[config.mk]
export PLATFORM = sky130hd
export DESIGN_NAME = hsq_top
export DESIGN_NICKNAME = d
export VERILOG_FILES = /design/src/logic/hsq_pkg.sv /design/src/logic/hsq_top.sv
export SDC_FILE = /design/constraint.sdc
export NUM_CORES = 1
export LEC_CHECK = 0
export BUFFER_PORTS_ARGS = -buffer_cell sky130_fd_sc_hd__buf_4
export CORE_ASPECT_RATIO = 1.2
export CORE_MARGIN = 2
export CORE_UTILIZATION = 40
export CTS_CLUSTER_SIZE = 40
export DETAILED_ROUTE_END_ITERATION = 16
export PLACE_DENSITY = 0.62
export SYNTH_ARGS = -nofsm -noshare
export SYNTH_HDL_FRONTEND = slang
export SYNTH_SLANG_ARGS = --single-unit
[constraint.sdc]
create_clock -name ref_clk_in -period 7.33 [get_ports ref_clk_in]
set_input_delay 0.733 -clock ref_clk_in [delete_from_list [all_inputs] [get_ports ref_clk_in]]
set_output_delay 0.733 -clock ref_clk_in [all_outputs]
set_load 0.02 [all_outputs]
[src/logic/hsq_pkg.sv]
// package: register map, reset values, state and carrier types for the haptic sequencer
package hsq_pkg;

  // ----------------------------------------------------------------
  // register indexes (byte address is four times the index)
  // ----------------------------------------------------------------
  localparam logic [7:0] IDX_CTRL        = 8'h01;
  localparam logic [7:0] IDX_TICK        = 8'h02;
  localparam logic [7:0] IDX_STATUS      = 8'h03;
  localparam logic [7:0] IDX_SLOT_ID     = 8'h08;
  localparam logic [7:0] IDX_SLOT_REP_LO = 8'h17;
  localparam logic [7:0] IDX_SLOT_REP_HI = 8'h18;
  localparam logic [7:0] IDX_MAIN_REP    = 8'h19;
  localparam logic [7:0] IDX_OD_ADJ      = 8'h1a;
  localparam logic [7:0] IDX_PS_ADJ      = 8'h1b;

  // ----------------------------------------------------------------
  // field positions and reset values
  // ----------------------------------------------------------------
  localparam int         CTRL_GO_BIT     = 0;
  localparam int         CTRL_CLOSED_BIT = 1;
  localparam logic [2:0] RST_MAIN_REP    = 3'h0;
  localparam logic [7:0] RST_OD_ADJ      = 8'h00;
  localparam logic [7:0] RST_PS_ADJ      = 8'h00;
  localparam logic [7:0] RST_TICK        = 8'h13;
  localparam logic [2:0] INFINITE_REP    = 3'h7;
  localparam logic [2:0] LAST_SLOT       = 3'h7;
  localparam logic [7:0] VOLT_MIN        = 8'h80;

  typedef enum logic [1:0] {HSQ_IDLE, HSQ_SCAN, HSQ_LOAD, HSQ_RUN} hsq_state_t;

  // ----------------------------------------------------------------
  // carriers
  // ----------------------------------------------------------------
  typedef struct packed {
    logic [6:0] id;
    logic [3:0] seg;
  } hsq_lib_req_t;

  typedef struct packed {
    logic [7:0] volt;
    logic [7:0] len;
    logic       last;
  } hsq_lib_seg_t;

  typedef struct packed {
    logic [2:0]      sync;
    logic            trig_lvl;
    logic            wr_pend;
    logic [7:0]      idx;
    logic [31:0]     rdata;
    logic [2:0]      sequence_repeat_count;
    logic [7:0]      overdrive_time_adjust;
    logic [7:0]      positive_sustain_adjust;
    logic [7:0]      playback_tick_period;
    logic            closed_loop;
    logic [7:0][6:0] ids;
    logic [7:0][1:0] slot_repeat_count;
    hsq_state_t      st;
    logic [2:0]      slot;
    logic [2:0]      pass;
    logic [2:0]      pass_lim;
    logic [1:0]      rep;
    logic [3:0]      seg;
    logic [7:0]      maxv;
    logic [7:0]      tick;
    logic [8:0]      dur;
    logic [7:0]      volt;
  } hsq_regs_t;

endpackage

[src/logic/hsq_top.sv]
// module: haptic sequencer loop control with signed segment time offsets, AHB-Lite slave
//
// Design decision made here: register access over AHB-Lite.
`timescale 1ns/1ps
`default_nettype none
module hsq_top (
  // clock and reset
  input  wire logic                  ref_clk_in,
  input  wire logic                  rst_in,
  // ahb-lite slave
  input  wire logic                  hsel_in,
  input  wire logic [31:0]           haddr_in,
  input  wire logic [1:0]            htrans_in,
  input  wire logic                  hwrite_in,
  input  wire logic [2:0]            hsize_in,
  input  wire logic [31:0]           hwdata_in,
  input  wire logic                  hready_in,
  output logic      [31:0]           hrdata_out,
  output logic                       hreadyout_out,
  output logic                       hresp_out,
  // trigger pin
  input  wire logic                  trig_pin_in,
  // waveform library
  output hsq_pkg::hsq_lib_req_t      lib_req_out,
  input  wire hsq_pkg::hsq_lib_seg_t lib_seg_in,
  // drive
  output logic      [7:0]            drive_volt_out,
  output logic                       busy_out
);

  // ----------------------------------------------------------------
  // state
  // ----------------------------------------------------------------
  hsq_pkg::hsq_regs_t s;
  hsq_pkg::hsq_regs_t next_s;

  logic              addr_ok;
  logic              sel;
  logic              trig_evt;
  logic              od_seg;
  logic              ps_seg;
  logic signed [9:0] seg_sum;
  logic              seg_done;
  logic              start_req;
  logic              stop_req;
  logic              wr_ctrl;

  function automatic logic [31:0] rd_val(input hsq_pkg::hsq_regs_t r, input logic [7:0] i);
    logic [31:0] v;
    v = 32'h0000_0000;
    if (i[7:3] == hsq_pkg::IDX_SLOT_ID[7:3])
      v[6:0] = r.ids[i[2:0]];
    else
      case (i)
        hsq_pkg::IDX_CTRL:
        begin
          v[hsq_pkg::CTRL_GO_BIT]     = (r.st != hsq_pkg::HSQ_IDLE);
          v[hsq_pkg::CTRL_CLOSED_BIT] = r.closed_loop;
        end
        hsq_pkg::IDX_TICK:        v[7:0] = r.playback_tick_period;
        hsq_pkg::IDX_STATUS:
          v[11:0] = {r.rep, r.pass, r.slot, 3'h0, r.st != hsq_pkg::HSQ_IDLE};
        hsq_pkg::IDX_SLOT_REP_LO: v[7:0] = r.slot_repeat_count[3:0];
        hsq_pkg::IDX_SLOT_REP_HI: v[7:0] = r.slot_repeat_count[7:4];
        hsq_pkg::IDX_MAIN_REP:    v[2:0] = r.sequence_repeat_count;
        hsq_pkg::IDX_OD_ADJ:      v[7:0] = r.overdrive_time_adjust;
        hsq_pkg::IDX_PS_ADJ:      v[7:0] = r.positive_sustain_adjust;
        default:                  v = 32'h0000_0000;
      endcase
    return v;
  endfunction

  // ----------------------------------------------------------------
  // segment classification and duration
  // ----------------------------------------------------------------
  // overdrive is the peak
  assign od_seg = ($signed(lib_seg_in.volt) == $signed(s.maxv));
  assign ps_seg = !od_seg && ($signed(lib_seg_in.volt) > $signed(8'sh00));

  always_comb
  begin
    seg_sum = $signed({2'b00, lib_seg_in.len});
    // signed overdrive offset, open loop only
    if (od_seg && !s.closed_loop)
      seg_sum = $signed({2'b00, lib_seg_in.len})
              + $signed({{2{s.overdrive_time_adjust[7]}}, s.overdrive_time_adjust});
    // sustain offset holds in either loop mode
    else if (ps_seg)
      seg_sum = $signed({2'b00, lib_seg_in.len})
              + $signed({{2{s.positive_sustain_adjust[7]}}, s.positive_sustain_adjust});
  end

  assign addr_ok  = (haddr_in[31:10] == 22'h00_0000);
  assign sel      = hsel_in && htrans_in[1] && hready_in;
  // only the agreeing second and third stages decide the level
  assign trig_evt = (s.sync[1] == s.sync[2]) && s.sync[2] && !s.trig_lvl;
  assign wr_ctrl  = s.wr_pend && (s.idx == hsq_pkg::IDX_CTRL);
  assign stop_req = (trig_evt && s.st != hsq_pkg::HSQ_IDLE)
                 || (wr_ctrl && !hwdata_in[hsq_pkg::CTRL_GO_BIT]);
  assign start_req = (trig_evt && s.st == hsq_pkg::HSQ_IDLE)
                  || (wr_ctrl && hwdata_in[hsq_pkg::CTRL_GO_BIT]);

  // ----------------------------------------------------------------
  // next state
  // ----------------------------------------------------------------
  always_comb
  begin
    next_s   = s;
    seg_done = 1'b0;
    next_s.sync = {s.sync[1:0], trig_pin_in};
    if (s.sync[1] == s.sync[2])
      next_s.trig_lvl = s.sync[2];

    // register writes in the data phase
    if (s.wr_pend)
    begin
      if (s.idx[7:3] == hsq_pkg::IDX_SLOT_ID[7:3])
        next_s.ids[s.idx[2:0]] = hwdata_in[6:0];
      else
        case (s.idx)
          hsq_pkg::IDX_CTRL:        next_s.closed_loop = hwdata_in[hsq_pkg::CTRL_CLOSED_BIT];
          hsq_pkg::IDX_TICK:        next_s.playback_tick_period = hwdata_in[7:0];
          hsq_pkg::IDX_SLOT_REP_LO: next_s.slot_repeat_count[3:0] = hwdata_in[7:0];
          hsq_pkg::IDX_SLOT_REP_HI: next_s.slot_repeat_count[7:4] = hwdata_in[7:0];
          hsq_pkg::IDX_MAIN_REP:    next_s.sequence_repeat_count = hwdata_in[2:0];
          hsq_pkg::IDX_OD_ADJ:      next_s.overdrive_time_adjust = hwdata_in[7:0];
          hsq_pkg::IDX_PS_ADJ:      next_s.positive_sustain_adjust = hwdata_in[7:0];
          default:                  next_s.wr_pend = 1'b0;
        endcase
    end

    // address phase capture; read data is ready for the data phase
    next_s.wr_pend = sel && hwrite_in && addr_ok;
    next_s.idx     = haddr_in[9:2];
    if (sel && !hwrite_in)
      next_s.rdata = addr_ok ? rd_val(s, haddr_in[9:2]) : 32'h0000_0000;

    unique case (s.st)
      hsq_pkg::HSQ_IDLE:
        next_s.volt = 8'h00;
      hsq_pkg::HSQ_SCAN:
      begin
        if ($signed(lib_seg_in.volt) > $signed(s.maxv))
          next_s.maxv = lib_seg_in.volt;
        next_s.seg = s.seg + 4'h1;
        if (lib_seg_in.last)
        begin
          next_s.seg = 4'h0;
          next_s.st  = hsq_pkg::HSQ_LOAD;
        end
      end
      hsq_pkg::HSQ_LOAD:
      begin
        if (seg_sum > $signed(10'sh000))
        begin
          next_s.dur  = seg_sum[8:0];
          next_s.volt = lib_seg_in.volt;
          next_s.tick = 8'h00;
          next_s.st   = hsq_pkg::HSQ_RUN;
        end
        else
          seg_done = 1'b1;
      end
      hsq_pkg::HSQ_RUN:
      begin
        // one duration unit per tick
        if (s.tick == s.playback_tick_period)
        begin
          next_s.tick = 8'h00;
          if (s.dur == 9'h001)
            seg_done = 1'b1;
          else
            next_s.dur = s.dur - 9'h001;
        end
        else
          next_s.tick = s.tick + 8'h01;
      end
    endcase

    if (seg_done)
    begin
      next_s.volt = 8'h00;
      next_s.st   = hsq_pkg::HSQ_LOAD;
      if (!lib_seg_in.last)
        next_s.seg = s.seg + 4'h1;
      else if (s.rep != s.slot_repeat_count[s.slot])
      begin
        next_s.rep = s.rep + 2'h1;
        next_s.seg = 4'h0;
      end
      else
      begin
        next_s.rep  = 2'h0;
        next_s.seg  = 4'h0;
        next_s.maxv = hsq_pkg::VOLT_MIN;
        next_s.st   = hsq_pkg::HSQ_SCAN;
        if (s.slot != hsq_pkg::LAST_SLOT && s.ids[s.slot + 3'h1] != 7'h00)
          next_s.slot = s.slot + 3'h1;
        else if (s.pass_lim == hsq_pkg::INFINITE_REP || s.pass != s.pass_lim)
        begin
          next_s.slot = 3'h0;
          if (s.pass_lim != hsq_pkg::INFINITE_REP)
            next_s.pass = s.pass + 3'h1;
        end
        else
          next_s.st = hsq_pkg::HSQ_IDLE;
      end
    end

    if (stop_req)
    begin
      next_s.st   = hsq_pkg::HSQ_IDLE;
      next_s.volt = 8'h00;
    end
    // a start in the finishing cycle still counts
    else if (start_req && next_s.st == hsq_pkg::HSQ_IDLE && s.ids[0] != 7'h00)
    begin
      next_s.st       = hsq_pkg::HSQ_SCAN;
      next_s.slot     = 3'h0;
      next_s.pass     = 3'h0;
      next_s.rep      = 2'h0;
      next_s.seg      = 4'h0;
      next_s.maxv     = hsq_pkg::VOLT_MIN;
      next_s.pass_lim = s.sequence_repeat_count;
    end
  end

  always_ff @(posedge ref_clk_in or posedge rst_in)
  begin
    if (rst_in)
    begin
      s                         <= '0;
      s.st                      <= hsq_pkg::HSQ_IDLE;
      s.sequence_repeat_count   <= hsq_pkg::RST_MAIN_REP;
      s.overdrive_time_adjust   <= hsq_pkg::RST_OD_ADJ;
      s.positive_sustain_adjust <= hsq_pkg::RST_PS_ADJ;
      s.playback_tick_period    <= hsq_pkg::RST_TICK;
      s.maxv                    <= hsq_pkg::VOLT_MIN;
    end
    else
      s <= next_s;
  end

  // ----------------------------------------------------------------
  // outputs
  // ----------------------------------------------------------------
  // zero-wait slave: reads come from the flop filled in the address phase
  assign hrdata_out     = s.rdata;
  assign hreadyout_out  = 1'b1;
  assign hresp_out      = 1'b0;
  assign lib_req_out.id  = s.ids[s.slot];
  assign lib_req_out.seg = s.seg;
  assign drive_volt_out = s.volt;
  assign busy_out       = (s.st != hsq_pkg::HSQ_IDLE);
endmodule
`default_nettype wire

==> results of run 1 <==
[through the flow]
step | cell area [µm²] | total power, mW | setup slack [ns]
final | 12000 | 3.22 | 2.89
after CTS | 12000 | 3.24 | 2.87
after detailed placement | 11400 | 2.27 | 2.58
after floorplan | 10700 | 2.02 | 1.86
after global placement | 11400 | 2.25 | 2.60
after global routing | 12000 | 3.41 | 2.58
[final timing paths]
kind | end | startpoint | slack (ns) | cells past startpoint
min | next_s[194]$_DFF_PP0_ | next_s[193]$_DFF_PP0_ | 0.35 | 0
max | s[45]$_DFF_PP0_ | s[32]$_DFF_PP1_ | 2.89 | 12
max in group asynchronous | s[38]$_DFF_PP0_ | rst_in | 5.34 | 3
max reg2reg | s[45]$_DFF_PP0_ | s[32]$_DFF_PP1_ | 2.89 | 12
min in group asynchronous | s[84]$_DFFE_PP0P_ | rst_in | 0.51 | 2
min reg2reg | next_s[194]$_DFF_PP0_ | next_s[193]$_DFF_PP0_ | 0.35 | 0
[per-layer routing]
layer  share of wire (%)  routed length [µm]
met3                 4.1                1140
met1                  42               11600
met4                 3.1                 852
met5                   0                   0
met2                  51               14000
[where the power goes]
group	internal [mW]	switching (mW)	total, mW
clock	0.549	0.413	0.963
combinational	0.463	0.574	1.04
sequential	1.09	0.131	1.22
[cells in the mapped netlist (all sizes together) (16+ instances only)]
library cell,number,share of area [%]
xor2,17,1.4
nor3,26,1.3
a21oi,31,1.5
mux2i,20,1.9
a22o,16,1.3
clkbuf,35,1.2
dfrtp,171,40
nand2,74,2.6
nor4,20,1.2
and3,18,1.1
buf,57,4.0
mux4,34,7.2
nor2,47,1.7
nand3,32,1.5
o21ai,37,1.7
ha,38,4.5
mux2,110,12
inv,33,1.2
[state kept, by name (all words and copies together) (netlist names)]
register,cells
s,149
hrdata_out,12
lib_req_out,4
drive_volt_out,8
next_s,2
[logic make-up after synthesis]
family                     Yosys count  share of synthesized area, %
and+or+nand+nor                    282                          13.7
DFF                                175                          41.1
AOI/OAI and AO/OA                  166                          10.9
muxes                              164                          20.7
buffers and inverters              126                          6.42
adders and majority gates           40                          4.84
xor gates and xnor gates            27                          2.22
other                                2                        0.0705
[area by class of cell]
type | instances | area, µm²
clock buffer | 17 | 425
clock inverter | 15 | 195
fill | 2495 | 14300
inverter | 34 | 133
multi-input combinational | 701 | 5660
sequential | 175 | 4380
tap | 335 | 419
timing repair buffer | 101 | 758
==> out/results.tsv, run 1 <==
stage	metric	value	unit
drt	final_antenna_net_count	0	
critical_path	path_delay_family	simple AND/OR/NAND/NOR gates	
timing	rsz0062_at_grt	false	
timing	worst_clock_skew	0.0110	ns
critical_path	max_stage_delay	0.85	ns
timing	report.final.setup_viol	0	
timing	tightest_slew	1.10	ns
critical_path	worst-endpoint-required	7.68	ns
global_route	globalRouteOverflowTotal	0	
global_route	grt_pass1_wl	44000	µm
drt	via_count	7871	
critical_path	critical_path.max_fanout	14	
clock_network	cts_tree	built	
clock_network	postCtsSetupRepairBufs	0	
synthesis	synthesis.area_per_instance	10.9	µm²
timing	finalSetupTns	0	ns
cells_and_area	layout.cells.most_common_list	171 x dfrtp_1, 109 x mux2_2, 101 x buf_4, 74 x nand2_1, 47 x nor2_1	
clock_network	cts.root.buffer_cell	clkbuf_16	
floorplan	fp.dieArea	28000	µm²
floorplan	chipWidth	153	µm
cells_and_area	fraction_of_final_layout_cells_sized_beyond_drive_strength_1	28.1	%
power	power_density	269	nW/µm²
place	placed_cells_incl_taps	1346	
critical_path	critical_path.n_buffers_inverters	1	
floorplan	die_height	183	µm
synthesis	synth-seq-cells	175	
critical_path	critical_path.endpoint_type	register	
global_route	grtUsageMet3	3.31	%
critical_path	timing.critical_path.arrival	4.79	ns
floorplan	design.core.area	26300	µm²
timing	final-hold-violation-count	0	
clock_network	clkTransAtPathRegs	0.07	ns
drt	drt-wirelength-per-cell	20.1	µm
run_status	status	finished clean	
clock_network	cts.sinks	175	
synthesis	synth_cell_type_count	72	
timing	final_min_period_over_clock_period	60.6	%
floorplan	initial_core_util	40.6	%
global_route	global_route.usage.met1	25.3	%
synthesis	syn-instance-count	982	
power	leakagePower	5.33	nW
synthesis	yosys_most_used_dff	dfrtp_1	
cells_and_area	final_net_count	1162	
global_route	grt_most_used_layer	met2	
run	drv_cap	0	
place	gp_congestion	0.891	
global_route	number_of_global_route_vias_before_repair	7893	
place	detailedPlacementHpwl	20100	µm
drt	drc_violation_total_after_the_first_tritonroute_iteration	429	
timing	timing.fmax	0.225	GHz
place	port_buffers	93	
clock_network	maximum_buffer_depth_of_the_clock_tree	2	
critical_path	crit_path_top_delay_cell	nor2b_1	
cells_and_area	instances_no_fill	1378	
clock_network	worst_skew_pair.late_latency	0.43	ns
global_route	number_of_antenna_violations_at_the_first_check_in_global_routing	0	
clock_network	post_cts_hold_buffer_count	0	
power	worst_ir_drop_vdd	162	µV
timing	final.min_clock_period	4.44	ns
drt	firstDrtPassIters	5	
clock_network	numCtsBuffers	17	
drt	drt-total-wl	27600	µm
clock_network	cts.repair.resized	0	
floorplan	floorplan.rows	65	
drt	route.detailed.vias_per_inst	5.71	
synthesis	synth.yosys.seq_area_share	41.1	%
cells_and_area	flow.area_growth_from_synthesis	12.4	%
global_route	grt_util_all_layers	19.9	%
synthesis	async_flop_share	100	%
global_route	pin_count_of_the_biggest_net_entering_global_routing	106	
synthesis	synth_area	10700	µm²
timing	max-slew-margin-rel	26.0	%
critical_path	setup.worst_path.class	reg2reg	
clock_network	htreeDepth	4	
critical_path	crit_chain	inv_1 -> ha_1 -> nand4_1 -> nor3_2 -> a21oi_1 -> a221oi_1 -> nand4_1 -> and4b_2 -> a31o_4 -> nor2b_1 -> nand3_1 -> a21oi_1	
synthesis	yosysWarnings	0	
cells_and_area	postLayoutCoreUtil	45.6	%
critical_path	worstSetupStartpointType	register	
drt	route.detailed.drc	0	
global_route	grt_util_met2	34.8	%
floorplan	io_pins	146	
timing	final-max-slew-violation-count	0	
cells_and_area	n_antenna_cell	0	
min_path	hold_class	reg2reg	
timing	holdWs	0.354	ns
cells_and_area	layout_commonest_cell	dfrtp_1	
synthesis	synth-edff-count	0	
No activity file was read; power rests on OpenSTA's default activity.
==> inputs of run 2 (changes only) <==
PLACE_DENSITY = 0.64   (was 0.62)
clock period = 4 ns   (was 7.33 ns; I/O delays follow)
==> out/results.tsv, run 2 (synthesized netlist as in run 1, its figures left out) <==
stage	metric	value	unit
run_status	status	finished clean	
cells_and_area	regMostFlops	s	
min_path	hold_class	in2reg	
cells_and_area	flow.area_growth_from_synthesis	13.7	%
timing	finalSetupTns	0	ns
global_route	number_of_antenna_violations_at_the_first_check_in_global_routing	0	
run	drv_cap	0	
timing	rsz0062_at_grt	false	
place	port_buffers	93	
floorplan	chipWidth	153	µm
drt	drc_violation_total_after_the_first_tritonroute_iteration	454	
critical_path	worstSetupStartpointType	register	
cells_and_area	layout_commonest_cell	dfrtp_1	
drt	route.detailed.drc	0	
clock_network	cts.root.buffer_cell	clkbuf_16	
clock_network	worst_skew_pair.late_latency	0.43	ns
place	placed_cells_incl_taps	1360	
power	power_density	490	nW/µm²
critical_path	crit_path_top_delay_cell	dfstp_2	
critical_path	worst-endpoint-required	4.31	ns
floorplan	initial_core_util	40.6	%
clock_network	maximum_buffer_depth_of_the_clock_tree	2	
critical_path	crit_chain	inv_1 -> ha_1 -> nand4_1 -> or2_1 -> and2_4 -> a221oi_1 -> nand4_1 -> and4b_2 -> nand2_1 -> a211o_1 -> and4bb_4 -> mux2_2	
global_route	number_of_global_route_vias_before_repair	8220	
timing	timing.fmax	0.261	GHz
cells_and_area	layout.cells.most_common_list	171 x dfrtp_1, 114 x buf_4, 109 x mux2_2, 74 x nand2_1, 47 x nor2_1	
critical_path	timing.critical_path.arrival	4.14	ns
critical_path	path_delay_family	simple AND/OR/NAND/NOR gates	
clock_network	numCtsBuffers	17	
drt	drt-wirelength-per-cell	20.1	µm
timing	final_min_period_over_clock_period	95.9	%
floorplan	io_pins	146	
cells_and_area	instances_no_fill	1393	
cells_and_area	number_of_flip_flops_in_the_largest_register	149	
timing	final-max-slew-violation-count	0	
cells_and_area	final_net_count	1177	
floorplan	die_height	183	µm
global_route	globalRouteOverflowTotal	0	
drt	final_antenna_net_count	0	
critical_path	crit_top_cell	nand4_1	
floorplan	fp.dieArea	28000	µm²
global_route	grt_pass1_wl	44900	µm
clock_network	cts.sinks	175	
drt	drt-total-wl	28000	µm
power	worst_ir_drop_vdd	276	µV
power	leakagePower	5.40	nW
critical_path	critical_path.n_buffers_inverters	1	
clock_network	clkTransAtPathRegs	0.07	ns
global_route	pin_count_of_the_biggest_net_entering_global_routing	113	
floorplan	floorplan.rows	65	
place	detailed_place.area	11500	µm²
clock_network	cts_tree	built	
critical_path	critical_path.max_fanout	10	
place	gp_congestion	0.922	
timing	max-slew-margin-rel	43.9	%
cells_and_area	n_antenna_cell	0	
timing	worst_clock_skew	0.0125	ns
timing	report.final.setup_viol	0	
critical_path	setup.worst_path.class	reg2reg	
critical_path	max_stage_delay	0.53	ns
cells_and_area	final_area	12100	µm²
drt	route.detailed.vias_per_inst	5.77	
timing	tightest_slew	0.839	ns
cells_and_area	fraction_of_final_layout_cells_sized_beyond_drive_strength_1	29.3	%
global_route	grt_util_all_layers	20.3	%
critical_path	critical_path.endpoint_type	register	
drt	via_count	8044	
floorplan	design.core.area	26300	µm²
timing	final-hold-violation-count	0	
drt	firstDrtPassIters	5	
clock_network	postCtsSetupRepairBufs	0	
place	detailedPlacementHpwl	20500	µm
timing	final.min_clock_period	3.84	ns
clock_network	htreeDepth	4	
[run 2: layout make-up]
cell class                      instances  area, µm²
Inverter                               34        131
Timing Repair Buffer                  116        886
Clock buffer                           18        429
Fill cell                            2432      14200
Multi-Input combinational cell        701       5690
Sequential cell                       175       4380
Clock inverter                         14        180
Tap cell                              335        419
[run 2: report_power, final]
part / switching [mW] / internal (mW)
combinational: 1.09 / 0.884
clock: 0.739 / 0.994
sequential: 0.240 / 2.00
total: 2.07 / 3.88
[run 2: metrics by stage]
stage          hold WS (ns)  setup WS [ns]  util (%)  total power [mW]
3_5_place_dp          0.342          0.108      43.7              4.22
5_1_grt              0.0589         0.0257      46.1              6.28
6_report             0.0775          0.164      46.1              5.94
2_1_floorplan         0.331          0.557         -              3.69
3_3_place_gp          0.336          0.206      43.7              4.17
4_1_cts              0.0647          0.101      46.0              5.98
[run 2: final timing paths]
| path | start | endpoint | slack, ns | depth (start not counted) |
|---|---|---|---|---|
| min in group asynchronous | rst_in | s[77]$_DFFE_PP0P_ | 0.48 | 3 |
| worst max register to register | s[32]$_DFF_PP1_ | s[41]$_DFFE_PP0P_ | 0.16 | 12 |
| max in group asynchronous | rst_in | s[52]$_DFFE_PP0P_ | 2.57 | 4 |
| worst max-delay path | s[32]$_DFF_PP1_ | s[41]$_DFFE_PP0P_ | 0.16 | 12 |
| worst min register to register | next_s[193]$_DFF_PP0_ | next_s[194]$_DFF_PP0_ | 0.36 | 0 |
| worst min-delay path | trig_pin_in | next_s[193]$_DFF_PP0_ | 0.08 | 1 |
[run 2: timing repair]
action,in CTS,in global routing
hold buffers,1,0
hold endpoints to repair,10,0
gates resized for setup,0,5
setup endpoints to repair,0,4
[run 2: per-layer routing]
metal	global-route usage, %	vias to the layer above	wire (µm)
met5	0	-	0
met4	7.26	0	837
met3	3.28	49	1320
met2	35.7	271	14300
met1	25.3	4016	11500
li1	-	3708	-
